[config.mk]
export PLATFORM = sky130hd
export DESIGN_NAME = cable_randomizer_trellis_coder
export DESIGN_NICKNAME = d
export VERILOG_FILES = /design/src/cable_tcm_pkg.sv /design/src/binary_conv_encoder.sv /design/src/cable_randomizer_trellis_coder.sv
export SDC_FILE = /design/constraint.sdc
export NUM_CORES = 1
export LEC_CHECK = 0
export BUFFER_PORTS_ARGS = -buffer_cell sky130_fd_sc_hd__buf_4
export CAP_MARGIN = 20
export CORE_ASPECT_RATIO = 0.5
export CORE_UTILIZATION = 57
export DETAILED_ROUTE_END_ITERATION = 12
export PLACE_DENSITY = 0.76
export SLEW_MARGIN = 20
export SYNTH_ARGS = -nofsm -noshare
export SYNTH_HDL_FRONTEND = slang
export SYNTH_SLANG_ARGS = --single-unit
[constraint.sdc]
create_clock -name sys_clk -period 5.4 [get_ports sys_clk]
set_input_delay 0.27 -clock sys_clk [delete_from_list [all_inputs] [get_ports sys_clk]]
set_output_delay 0.27 -clock sys_clk [all_outputs]
set_load 0.03 [all_outputs]
[src/cable_tcm_pkg.sv]
// constants and helper functions for the randomizer and trellis coder
package cable_tcm_pkg;

	////////////////////////////////////////////////////////////////////////////////
	// symbol and randomizer constants
	localparam int          SYM_W        = 7;
	localparam logic [6:0]  RAND_INIT    = 7'h7f;
	localparam logic [6:0]  ALPHA_REDUCE = 7'h09;
	localparam int          RAND_STAGES  = 3;

	////////////////////////////////////////////////////////////////////////////////
	// trellis group geometry
	localparam int          STREAM_W       = 19;
	localparam logic [5:0]  LAST_LOC_256   = 6'h25;
	localparam logic [2:0]  LAST_BIT       = 3'h6;
	localparam logic [1:0]  LAST_SYM_64    = 2'h3;
	localparam logic [2:0]  LAST_QAM       = 3'h4;
	localparam int          UNCODED_W      = 15;
	localparam int          CODED_W        = 4;
	localparam int          PARITY_W       = 5;
	localparam int          SYNC_DATA_BITS = 30;
	localparam int          FRAME_GROUPS   = 2076;
	localparam int          SYNC_GROUPS    = 5;

	// stream index of each serial bit of a pair, most significant bit first
	localparam logic [4:0] FIRST_IDX  [7] = '{5'h0a, 5'h08, 5'h07, 5'h05, 5'h04, 5'h02, 5'h01};
	localparam logic [4:0] SECOND_IDX [7] = '{5'h09, 5'h06, 5'h03, 5'h00, 5'h0d, 5'h0c, 5'h0b};

	// puncture_rows: bit i is time slot i of the group, one means keep
	localparam logic [3:0] PUNCT_G1 = 4'h8;
	localparam logic [3:0] PUNCT_G2 = 4'hf;

	////////////////////////////////////////////////////////////////////////////////
	// 256-QAM frame phase, gray along data -> store -> sync
	typedef enum logic [1:0] {
		PH_DATA  = 2'b00,
		PH_STORE = 2'b01,
		PH_SYNC  = 2'b11
	} frame_phase_t;

	// multiply by alpha in GF(128), alpha^7 = alpha^3 + 1
	function automatic logic [6:0] mul_alpha(input logic [6:0] x);
		mul_alpha = {x[5:0], 1'b0} ^ (x[6] ? ALPHA_REDUCE : 7'h00);
	endfunction

	function automatic logic [6:0] mul_alpha3(input logic [6:0] x);
		mul_alpha3 = mul_alpha(mul_alpha(mul_alpha(x)));
	endfunction

	// stream locations that feed the convolutional coder
	function automatic logic is_coded(input logic m256, input logic [4:0] idx);
		if (m256) begin
			is_coded = (idx <= 5'd12) && (idx[1:0] == 2'b00);
		end else begin
			is_coded = (idx == 5'd0) || (idx == 5'd3) || (idx == 5'd6) || (idx == 5'd9);
		end
	endfunction

endpackage

[src/binary_conv_encoder.sv]
// punctured 16-state rate one-half convolutional coder, one group per load
module binary_conv_encoder
	import cable_tcm_pkg::*;
(
	input  wire logic                sys_clk,
	input  wire logic                rst,
	input  wire logic                load,
	input  wire logic [CODED_W-1:0]  data_bits,
	output logic      [PARITY_W-1:0] parity_bits
);

	logic [3:0] taps_q;
	logic [3:0] taps_d;
	logic [7:0] enc;
	logic [4:0] kept;

	// taps_d[0] is D, taps_d[3] is D^4; state carries across groups
	always_comb begin
		int j;
		j = 0;
		taps_d = taps_q;
		enc = '0;
		kept = '0;
		for (int i = 0; i < CODED_W; i++) begin
			enc[2*i]   = data_bits[i] ^ taps_d[1] ^ taps_d[3];
			enc[2*i+1] = data_bits[i] ^ (^taps_d);
			taps_d = {taps_d[2:0], data_bits[i]};
			// commutator starts at the first generator every group
			if (PUNCT_G1[i]) begin
				kept[j] = enc[2*i];
				j = j + 1;
			end
			if (PUNCT_G2[i]) begin
				kept[j] = enc[2*i+1];
				j = j + 1;
			end
		end
	end

	assign parity_bits = kept;

	always_ff @(posedge sys_clk) begin
		if (rst) begin
			taps_q <= 4'h0;
		end else if (load) begin
			taps_q <= taps_d;
		end
	end

endmodule // binary_conv_encoder

[src/cable_randomizer_trellis_coder.sv]
// randomizer, trellis grouping, precoder, punctured coders and mapper
module cable_randomizer_trellis_coder
	import cable_tcm_pkg::*;
#(
	parameter int GROUPS_PER_FRAME = FRAME_GROUPS,
	parameter int SYNC_GROUP_COUNT = SYNC_GROUPS
)(
	input  wire logic             sys_clk,
	input  wire logic             rst,
	input  wire logic             mode_256,
	input  wire logic             in_valid,
	output logic                  in_ready,
	input  wire logic [SYM_W-1:0] in_data,
	input  wire logic             in_sync,
	output logic                  out_valid,
	input  wire logic             out_ready,
	output logic      [7:0]       out_symbol
);

	localparam int STORE_W = SYNC_GROUP_COUNT * SYNC_DATA_BITS;
	localparam logic [11:0] LAST_GROUP = 12'(GROUPS_PER_FRAME - 1);
	localparam logic [11:0] SYNC_START = 12'(GROUPS_PER_FRAME - SYNC_GROUP_COUNT);
	localparam logic [7:0]  STORE_FULL = 8'(STORE_W);

	////////////////////////////////////////////////////////////////////////////////
	// state
	logic [6:0]          rand_q [RAND_STAGES];
	logic [6:0]          sh_q;
	logic [2:0]          sh_cnt_q;
	logic                sh_sync_q;
	logic                in_ready_q;
	logic [2:0]          bitc_q;
	logic [1:0]          symc_q;
	logic [5:0]          loc_q;
	logic [STREAM_W-1:0] grp_a_q;
	logic [STREAM_W-1:0] grp_b_q;
	logic [11:0]         grp_cnt_q;
	frame_phase_t        phase_q;
	logic [STORE_W-1:0]  store_q;
	logic [7:0]          store_cnt_q;
	logic [1:0]          pre_q;
	logic [14:0]         em_a_q;
	logic [14:0]         em_b_q;
	logic [4:0]          em_u_q;
	logic [4:0]          em_v_q;
	logic [2:0]          em_k_q;
	logic                em_busy_q;
	logic                out_valid_q;
	logic [7:0]          out_symbol_q;

	////////////////////////////////////////////////////////////////////////////////
	// input side and serialiser
	wire       accept     = in_valid && in_ready_q;
	wire       sh_has     = sh_cnt_q != 3'h0;
	wire       cur_bit    = sh_q[6];
	wire [6:0] rand_out   = rand_q[RAND_STAGES-1];
	wire       rand_step  = accept && !in_sync;
	wire       rand_load  = accept && in_sync;

	// write position: 64-QAM from symbol and bit slot, 256-QAM from location
	wire [4:0] idx_64     = symc_q[0] ? SECOND_IDX[bitc_q] : FIRST_IDX[bitc_q];
	wire       wr_stream  = mode_256 ? loc_q[0] : symc_q[1];
	wire [4:0] wr_idx     = mode_256 ? loc_q[5:1] : idx_64;
	wire       coded_here = is_coded(mode_256, wr_idx);
	wire       last_loc   = mode_256 ? (loc_q == LAST_LOC_256)
	                                 : (symc_q == LAST_SYM_64 && bitc_q == LAST_BIT);
	// a finished group waits while the previous one is still being emitted
	wire       place_room = !last_loc || !em_busy_q;

	wire in_sync_grp  = mode_256 && phase_q == PH_SYNC;
	wire from_store   = in_sync_grp && !coded_here && place_room;
	wire take_trailer = in_sync_grp && coded_here && sh_has && sh_sync_q && place_room;
	wire plain_64     = !mode_256 && sh_has && place_room;
	wire plain_256    = mode_256 && phase_q == PH_DATA && sh_has && !sh_sync_q && place_room;
	wire push         = mode_256 && phase_q == PH_STORE && sh_has && !sh_sync_q;
	// trailer bits outside the sync groups carry no place in a 256-QAM frame
	wire drop         = mode_256 && sh_has && sh_sync_q && phase_q != PH_SYNC;
	wire place        = from_store || take_trailer || plain_64 || plain_256;
	wire place_bit    = from_store ? store_q[STORE_W-1] : cur_bit;
	wire consume      = take_trailer || plain_64 || plain_256 || push || drop;
	wire grp_done     = place && last_loc;
	wire store_done   = push && (store_cnt_q + 8'h01 == STORE_FULL);

	logic [2:0] sh_cnt_d;
	assign sh_cnt_d = accept ? (in_sync ? 3'h1 : 3'h7)
	                         : (consume ? sh_cnt_q - 3'h1 : sh_cnt_q);

	////////////////////////////////////////////////////////////////////////////////
	// group contents including the bit written this cycle
	logic [STREAM_W-1:0] grp_a_d;
	logic [STREAM_W-1:0] grp_b_d;
	always_comb begin
		grp_a_d = grp_a_q;
		grp_b_d = grp_b_q;
		if (place && !wr_stream) begin
			grp_a_d[wr_idx] = place_bit;
		end
		if (place && wr_stream) begin
			grp_b_d[wr_idx] = place_bit;
		end
	end

	// split a stream into coder bits (ascending slot, lsb first) and uncoded bits
	function automatic logic [CODED_W+UNCODED_W-1:0] split_stream(
		input logic m256, input logic [STREAM_W-1:0] s);
		logic [CODED_W-1:0]   c;
		logic [UNCODED_W-1:0] u;
		int ci;
		int ui;
		c = '0;
		u = '0;
		ci = 0;
		ui = 0;
		for (int i = 0; i < STREAM_W; i++) begin
			if (is_coded(m256, 5'(i))) begin
				if (ci < CODED_W) c[ci] = s[i];
				ci = ci + 1;
			end else if (ui < UNCODED_W) begin
				u[ui] = s[i];
				ui = ui + 1;
			end
		end
		split_stream = {c, u};
	endfunction

	wire [CODED_W+UNCODED_W-1:0] split_a = split_stream(mode_256, grp_a_d);
	wire [CODED_W+UNCODED_W-1:0] split_b = split_stream(mode_256, grp_b_d);

	// precoder: quadrant state advances by each coded bit pair, mod four
	logic [1:0]         pre_d;
	logic [CODED_W-1:0] pc_a;
	logic [CODED_W-1:0] pc_b;
	always_comb begin
		pre_d = pre_q;
		pc_a = '0;
		pc_b = '0;
		for (int i = 0; i < CODED_W; i++) begin
			pre_d = pre_d + {split_a[UNCODED_W+i], split_b[UNCODED_W+i]};
			pc_a[i] = pre_d[1];
			pc_b[i] = pre_d[0];
		end
	end

	logic [PARITY_W-1:0] first_stream_parity_bits;
	logic [PARITY_W-1:0] second_stream_parity_bits;

	binary_conv_encoder u_coder_a (
		.sys_clk     (sys_clk),
		.rst         (rst),
		.load        (grp_done),
		.data_bits   (pc_a),
		.parity_bits (first_stream_parity_bits)
	);

	binary_conv_encoder u_coder_b (
		.sys_clk     (sys_clk),
		.rst         (rst),
		.load        (grp_done),
		.data_bits   (pc_b),
		.parity_bits (second_stream_parity_bits)
	);

	////////////////////////////////////////////////////////////////////////////////
	// mapper: the constellation label is the direct bit address of both streams
	function automatic logic [7:0] map_symbol(input logic m256, input logic [2:0] k,
		input logic [14:0] a, input logic [14:0] b, input logic [4:0] u, input logic [4:0] v);
		if (m256) begin
			map_symbol = {a[3*k +: 3], u[k], b[3*k +: 3], v[k]};
		end else begin
			map_symbol = {2'b00, a[2*k +: 2], u[k], b[2*k +: 2], v[k]};
		end
	endfunction

	wire [7:0] next_symbol = map_symbol(mode_256, em_k_q, em_a_q, em_b_q, em_u_q, em_v_q);
	wire       out_free    = !out_valid_q || out_ready;
	wire       emit        = em_busy_q && out_free;

	////////////////////////////////////////////////////////////////////////////////
	// randomizer: oldest stage is the output tap
	always_ff @(posedge sys_clk) begin
		if (rst || rand_load) begin
			for (int i = 0; i < RAND_STAGES; i++) begin
				rand_q[i] <= RAND_INIT;
			end
		end else if (rand_step) begin
			rand_q[2] <= rand_q[1];
			rand_q[1] <= rand_q[0];
			rand_q[0] <= rand_q[1] ^ mul_alpha3(rand_q[2]);
		end
	end

	always_ff @(posedge sys_clk) begin
		if (rst) begin
			sh_q      <= 7'h00;
			sh_sync_q <= 1'b0;
		end else if (accept) begin
			// trailer bits go out clear, one bit per transfer
			sh_q      <= in_sync ? {in_data[0], 6'h00} : in_data ^ rand_out;
			sh_sync_q <= in_sync;
		end else if (consume) begin
			sh_q      <= {sh_q[5:0], 1'b0};
		end
	end

	always_ff @(posedge sys_clk) begin
		if (rst) begin
			sh_cnt_q   <= 3'h0;
			in_ready_q <= 1'b0;
		end else begin
			sh_cnt_q   <= sh_cnt_d;
			in_ready_q <= sh_cnt_d == 3'h0;
		end
	end

	////////////////////////////////////////////////////////////////////////////////
	// group location counters
	always_ff @(posedge sys_clk) begin
		if (rst) begin
			bitc_q <= 3'h0;
			symc_q <= 2'h0;
			loc_q  <= 6'h00;
		end else if (place) begin
			if (mode_256) begin
				// a sync group steps through every location from 0, and coded slot 0 holds a trailer bit
				loc_q <= last_loc ? 6'h00 : loc_q + 6'h01;
			end else begin
				bitc_q <= (bitc_q == LAST_BIT) ? 3'h0 : bitc_q + 3'h1;
				if (bitc_q == LAST_BIT) begin
					symc_q <= symc_q + 2'h1;
				end
			end
		end
	end

	always_ff @(posedge sys_clk) begin
		if (rst || grp_done) begin
			grp_a_q <= '0;
			grp_b_q <= '0;
		end else begin
			grp_a_q <= grp_a_d;
			grp_b_q <= grp_b_d;
		end
	end

	////////////////////////////////////////////////////////////////////////////////
	// 256-QAM frame tracking and sync group data store
	always_ff @(posedge sys_clk) begin
		if (rst) begin
			grp_cnt_q <= 12'h000;
			phase_q   <= PH_DATA;
		end else begin
			unique case (phase_q)
				PH_DATA: if (grp_done && mode_256) begin
					grp_cnt_q <= grp_cnt_q + 12'h001;
					if (grp_cnt_q + 12'h001 == SYNC_START) begin
						phase_q <= PH_STORE;
					end
				end
				PH_STORE: if (store_done) begin
					phase_q <= PH_SYNC;
				end
				PH_SYNC: if (grp_done) begin
					grp_cnt_q <= (grp_cnt_q == LAST_GROUP) ? 12'h000 : grp_cnt_q + 12'h001;
					if (grp_cnt_q == LAST_GROUP) begin
						phase_q <= PH_DATA;
					end
				end
				default: phase_q <= PH_DATA;
			endcase
		end
	end

	// holds the last frame data until the trailer bits arrive to share the groups
	always_ff @(posedge sys_clk) begin
		if (rst) begin
			store_q     <= '0;
			store_cnt_q <= 8'h00;
		end else if (push) begin
			store_q     <= {store_q[STORE_W-2:0], cur_bit};
			store_cnt_q <= store_cnt_q + 8'h01;
		end else if (from_store) begin
			store_q     <= {store_q[STORE_W-2:0], 1'b0};
			store_cnt_q <= store_cnt_q - 8'h01;
		end
	end

	////////////////////////////////////////////////////////////////////////////////
	// emission of five symbols per group
	always_ff @(posedge sys_clk) begin
		if (rst) begin
			pre_q     <= 2'h0;
			em_a_q    <= '0;
			em_b_q    <= '0;
			em_u_q    <= '0;
			em_v_q    <= '0;
			em_k_q    <= 3'h0;
			em_busy_q <= 1'b0;
		end else if (grp_done) begin
			pre_q     <= pre_d;
			em_a_q    <= split_a[UNCODED_W-1:0];
			em_b_q    <= split_b[UNCODED_W-1:0];
			em_u_q    <= first_stream_parity_bits;
			em_v_q    <= second_stream_parity_bits;
			em_k_q    <= 3'h0;
			em_busy_q <= 1'b1;
		end else if (emit) begin
			em_k_q    <= em_k_q + 3'h1;
			em_busy_q <= em_k_q != LAST_QAM;
		end
	end

	always_ff @(posedge sys_clk) begin
		if (rst) begin
			out_valid_q  <= 1'b0;
			out_symbol_q <= 8'h00;
		end else if (emit) begin
			out_valid_q  <= 1'b1;
			out_symbol_q <= next_symbol;
		end else if (out_ready) begin
			out_valid_q  <= 1'b0;
		end
	end

	assign in_ready   = in_ready_q;
	assign out_valid  = out_valid_q;
	assign out_symbol = out_symbol_q;

endmodule // cable_randomizer_trellis_coder

==> results_dict.tcl <==
set metrics [dict create \
    status "finished, final reports clean" \
    synthesis.area_sq_um 14000 \
    timing.setup.critical_path_class "register to register" \
    netlist_top_cells_area "sky130_fd_sc_hd__dfxtp_1 42%, sky130_fd_sc_hd__nand2_1 11%, sky130_fd_sc_hd__a21oi_1 7.6%" \
    whs_ps 70.4 \
    effective_utilization_at_floorplan_pct 58.1 \
    postSynthNetCount 1699 \
    reg2reg_from "bitc_q[0]" \
    power-per-cell-area_nw_per_um2 332 \
    setup_viol 0 \
    timing.rr.end "em_v_q[4]" \
    netlist.top_cell.by_area "sky130_fd_sc_hd__dfxtp_1" \
    ant_nets 0 \
    layout-area-overhead-vs-synth_pct 8.85 \
    hold_end "out_valid" \
    rr_worst_depth 16 \
    num_antenna_cells 0 \
    post_synth_inst_count 1664 \
    max_clock_skew_ps 19.1 \
    postSynthAreaPerCell_sq_um 8.39 \
    layout_setup_ws_ps 334 \
    firstDrtPassIters 6 \
    synth.ff_latch_count 315 \
    cp-start-kind "register" \
    io-pin-count 23 \
    route.vias.total 10800 \
    slew_viol_final 0 \
    min-delay-start "out_ready" \
    max_slew_margin_pct 31.2 \
    clock_tree.htree_level_count 1 \
    synth-edff-count 21 \
    dieHeight_microns 113 \
    asyncSetResetFlopFracSynth_pct 0 \
    yosysWarnings 0 \
    grt-ovfl-total 0 \
    hold_wc_path_type "input port to register" \
    grt_start_max_net_pins 117 \
    number_of_buffers_inserted_during_clock_tree_synthesis 27 \
    cap_viol_max_count 0 \
    clock_sinks 315 \
    route.final.wire_length_microns 27600 \
    antenna_found_initial 0 \
    max-vdd-ir-drop_v 0.000222 \
    gpl.final_weighted_congestion 0.874 \
    setup.reg_to_reg.worst_slack_ps 330 \
    iteration_0_drc_count_of_the_detailed_router 891 \
    crit_fanout 8 \
    timing.fmax_mhz 197 \
    postCtsSetupBuffers 0 \
    worstPathCellList "inv_1 > ha_1 > or3_1 > a311o_1 > o31ai_4 > and2_1 > nand2_1 > mux2_2 > ha_1 > ha_1 > ha_1 > ha_1 > xor2_1 > xor2_1 > xnor2_1 > o21ai_0" \
    nets 1652 \
    cts_resized 0 \
    num_rows 40 \
    grt_pass1_vias 9945 \
    numPortBuffers 22 \
    cts.reportedPaths.clkPinSlew_ps 70 \
    synth.distinct_cells 69 \
    worstPathArrival_ps 5510 \
    dieWidth_microns 223 \
    grt_pass1_wl_microns 47200 \
    clock_insertion_delay_worst_skew_ps 560 \
    finalHoldViolations 0 \
    ys_flop_type "sky130_fd_sc_hd__dfxtp_1" \
    setup_total_negative_slack_ps 0 \
    holdBufCountCts 0 \
    floorplan.die_area_sq_um 25100 \
    place_hpwl_microns 17900 \
    worstPathBufferInverterCount 1 \
    route.detailed.vias_per_inst 5.52 \
    worst_slew_pin_slew_ps 1030 \
    grt_setup_unrepaired "no" \
    timing.final.crit_share_pct 93.8 \
    routed_wire_per_std_cell_microns 14.2 \
    pre_cts_ws_ps 463 \
    timing.critical_path.to_type "register" \
    timing.critical_path.max_delay_family "adder cells" \
    drive_gt1_share_pct 7.82 \
    core_area_sq_um 24000 \
    crit_path_frequent_cell "sky130_fd_sc_hd__ha_1" \
    fin_crit_ps 5070 \
    timing.critical_path.slowest_cell_delay_ps 480 \
    clockBufferDepth 3 \
    worst_path_max_delay_cell "sky130_fd_sc_hd__dfxtp_1" \
    drc 0 \
    cts_root_buffer "sky130_fd_sc_hd__clkbuf_16" \
    totalPowerFinal_w 0.00504 \
    grtUsageTotal_pct 22.3 \
    seq_area_frac_synth_pct 46.7 \
    hold-path-cell-count 3 \
    cp_data_required_time_ps 5840 \
    total_leakage_power_nw 5.36 \
    tritoncts "built" \
    yosys.area.top_type_share_pct 42.2 \
]
==> layer usage <==
layer	routed length (microns)	part of all wire [%]	vias up	track usage (%)
met5	0	0	-	0
met4	575	2.1	0	5.48
met2	12700	46	198	37.0
met3	1160	4.2	48	3.93
met1	13200	48	5061	30.4
li1	-	-	5466	-
==> where the power goes <==
part | internal (W) | switching (W)
sequential | 0.00238 | 0.0000365
combinational | 0.000191 | 0.000324
clock | 0.00122 | 0.000889
==> flip-flops by register name (all words and copies together), names as in the netlist, 4 cells and up <==
| name | count |
|---|---|
| em_a_q | 15 |
| em_b_q | 15 |
| em_u_q | 5 |
| em_v_q | 5 |
| grp_a_q | 19 |
| grp_b_q | 19 |
| grp_cnt_q | 12 |
| loc_q | 6 |
| out_symbol | 8 |
| rand_q | 21 |
| sh_q | 7 |
| store_cnt_q | 8 |
| store_q | 150 |
| u_coder_a.taps_q | 4 |
| u_coder_b.taps_q | 4 |
==> cells in the mapped netlist, types with 4 or more instances <==
cell                         n
sky130_fd_sc_hd__xnor2_1    36
sky130_fd_sc_hd__buf_1       7
sky130_fd_sc_hd__nand3_1    30
sky130_fd_sc_hd__xor2_1     30
sky130_fd_sc_hd__nor3_1     33
sky130_fd_sc_hd__mux2i_1    66
sky130_fd_sc_hd__or3_1       9
sky130_fd_sc_hd__inv_1      18
sky130_fd_sc_hd__and3_1      6
sky130_fd_sc_hd__and2_1     13
sky130_fd_sc_hd__a22oi_1     7
sky130_fd_sc_hd__nand2_1   398
sky130_fd_sc_hd__mux4_2     11
sky130_fd_sc_hd__a21oi_1   213
sky130_fd_sc_hd__nor2_1    182
sky130_fd_sc_hd__nand3b_1    7
sky130_fd_sc_hd__ha_1       22
sky130_fd_sc_hd__a31oi_1     6
sky130_fd_sc_hd__edfxtp_1   21
sky130_fd_sc_hd__dfxtp_1   294
sky130_fd_sc_hd__buf_2       4
sky130_fd_sc_hd__nor2b_1    11
sky130_fd_sc_hd__clkbuf_1  100
sky130_fd_sc_hd__nand4_1     5
sky130_fd_sc_hd__mux2_2      9
sky130_fd_sc_hd__a311oi_1    5
sky130_fd_sc_hd__o21ai_0    25
sky130_fd_sc_hd__a211oi_1   11
sky130_fd_sc_hd__nand2b_1   23
==> kinds of logic after synthesis <==
group | after synthesis | share of synthesized area (%)
AO/OA/AOI/OAI | 300 | 12.4
buffers and inverters | 133 | 3.77
XOR/XNOR | 72 | 5.12
AND/OR/NAND/NOR | 731 | 22.1
flip-flops | 315 | 46.7
adder cells (fa/ha/maj) | 22 | 1.97
multiplexers | 91 | 7.86
==> worst reg2reg max path, cell delays in order (launching register included) <==
cell                      delay, ps
sky130_fd_sc_hd__dfxtp_1        480
sky130_fd_sc_hd__inv_1          140
sky130_fd_sc_hd__ha_1           320
sky130_fd_sc_hd__or3_1          340
sky130_fd_sc_hd__a311o_1        380
sky130_fd_sc_hd__o31ai_4        360
sky130_fd_sc_hd__and2_1         290
sky130_fd_sc_hd__nand2_1        110
sky130_fd_sc_hd__mux2_2         300
sky130_fd_sc_hd__ha_1           360
sky130_fd_sc_hd__ha_1           400
sky130_fd_sc_hd__ha_1           370
sky130_fd_sc_hd__ha_1           350
sky130_fd_sc_hd__xor2_1         270
sky130_fd_sc_hd__xor2_1         250
sky130_fd_sc_hd__xnor2_1        150
sky130_fd_sc_hd__o21ai_0         90
==> final cells by class <==
cell class | instances | area [sq um]
clock buffers | 37 | 783
clock inverters | 12 | 191
fillers | 2017 | 8830
inverters | 19 | 71.3
multi-input cells | 1216 | 6940
flip-flops and latches | 315 | 6520
well taps | 315 | 394
repair buffers | 38 | 293
==> per-stage QoR <==
step | utilization, % | instance area, sq um | cells
floorplan | - | 14000 | 1664
global placement | 59.1 | 14200 | 1903
detailed placement | 59.1 | 14200 | 1903
CTS | 63.2 | 15200 | 1952
global route | 63.2 | 15200 | 1952
finish | 63.2 | 15200 | 1952
==> how the worst max path moves through the flow <==
stage                         start        end  depth (start not counted)
after floorplan           bitc_q[0]  em_v_q[4]                         16
after global placement    bitc_q[0]  em_v_q[4]                         16
after detailed placement  bitc_q[0]  em_v_q[4]                         16
after CTS                 bitc_q[0]  em_v_q[4]                         16
after global routing      bitc_q[0]  em_v_q[4]                         16
final                     bitc_q[0]  em_v_q[4]                         16
==> placed cells by master (no fill, tap or decap), types with 6 or more instances in the layout <==
master                      count
sky130_fd_sc_hd__and2_1        13
sky130_fd_sc_hd__buf_4         36
sky130_fd_sc_hd__nor2_1       180
sky130_fd_sc_hd__and3_1         6
sky130_fd_sc_hd__nand2_1      397
sky130_fd_sc_hd__mux2_2         9
sky130_fd_sc_hd__nand3b_1       7
sky130_fd_sc_hd__clkbuf_8       7
sky130_fd_sc_hd__mux4_2        11
sky130_fd_sc_hd__xor2_1        30
sky130_fd_sc_hd__inv_1         18
sky130_fd_sc_hd__o21ai_0       25
sky130_fd_sc_hd__a22oi_1        7
sky130_fd_sc_hd__nor3_1        32
sky130_fd_sc_hd__a211oi_1      11
sky130_fd_sc_hd__nand3_1       30
sky130_fd_sc_hd__mux2i_1       66
sky130_fd_sc_hd__xnor2_1       36
sky130_fd_sc_hd__clkbuf_16     27
sky130_fd_sc_hd__edfxtp_1      21
sky130_fd_sc_hd__or3_1          9
sky130_fd_sc_hd__dfxtp_1      294
sky130_fd_sc_hd__a31oi_1        6
sky130_fd_sc_hd__ha_1          22
sky130_fd_sc_hd__a21oi_1      213
sky130_fd_sc_hd__nor2b_1       11
sky130_fd_sc_hd__nand2b_1      23
(Power assumes the default switching activity.)
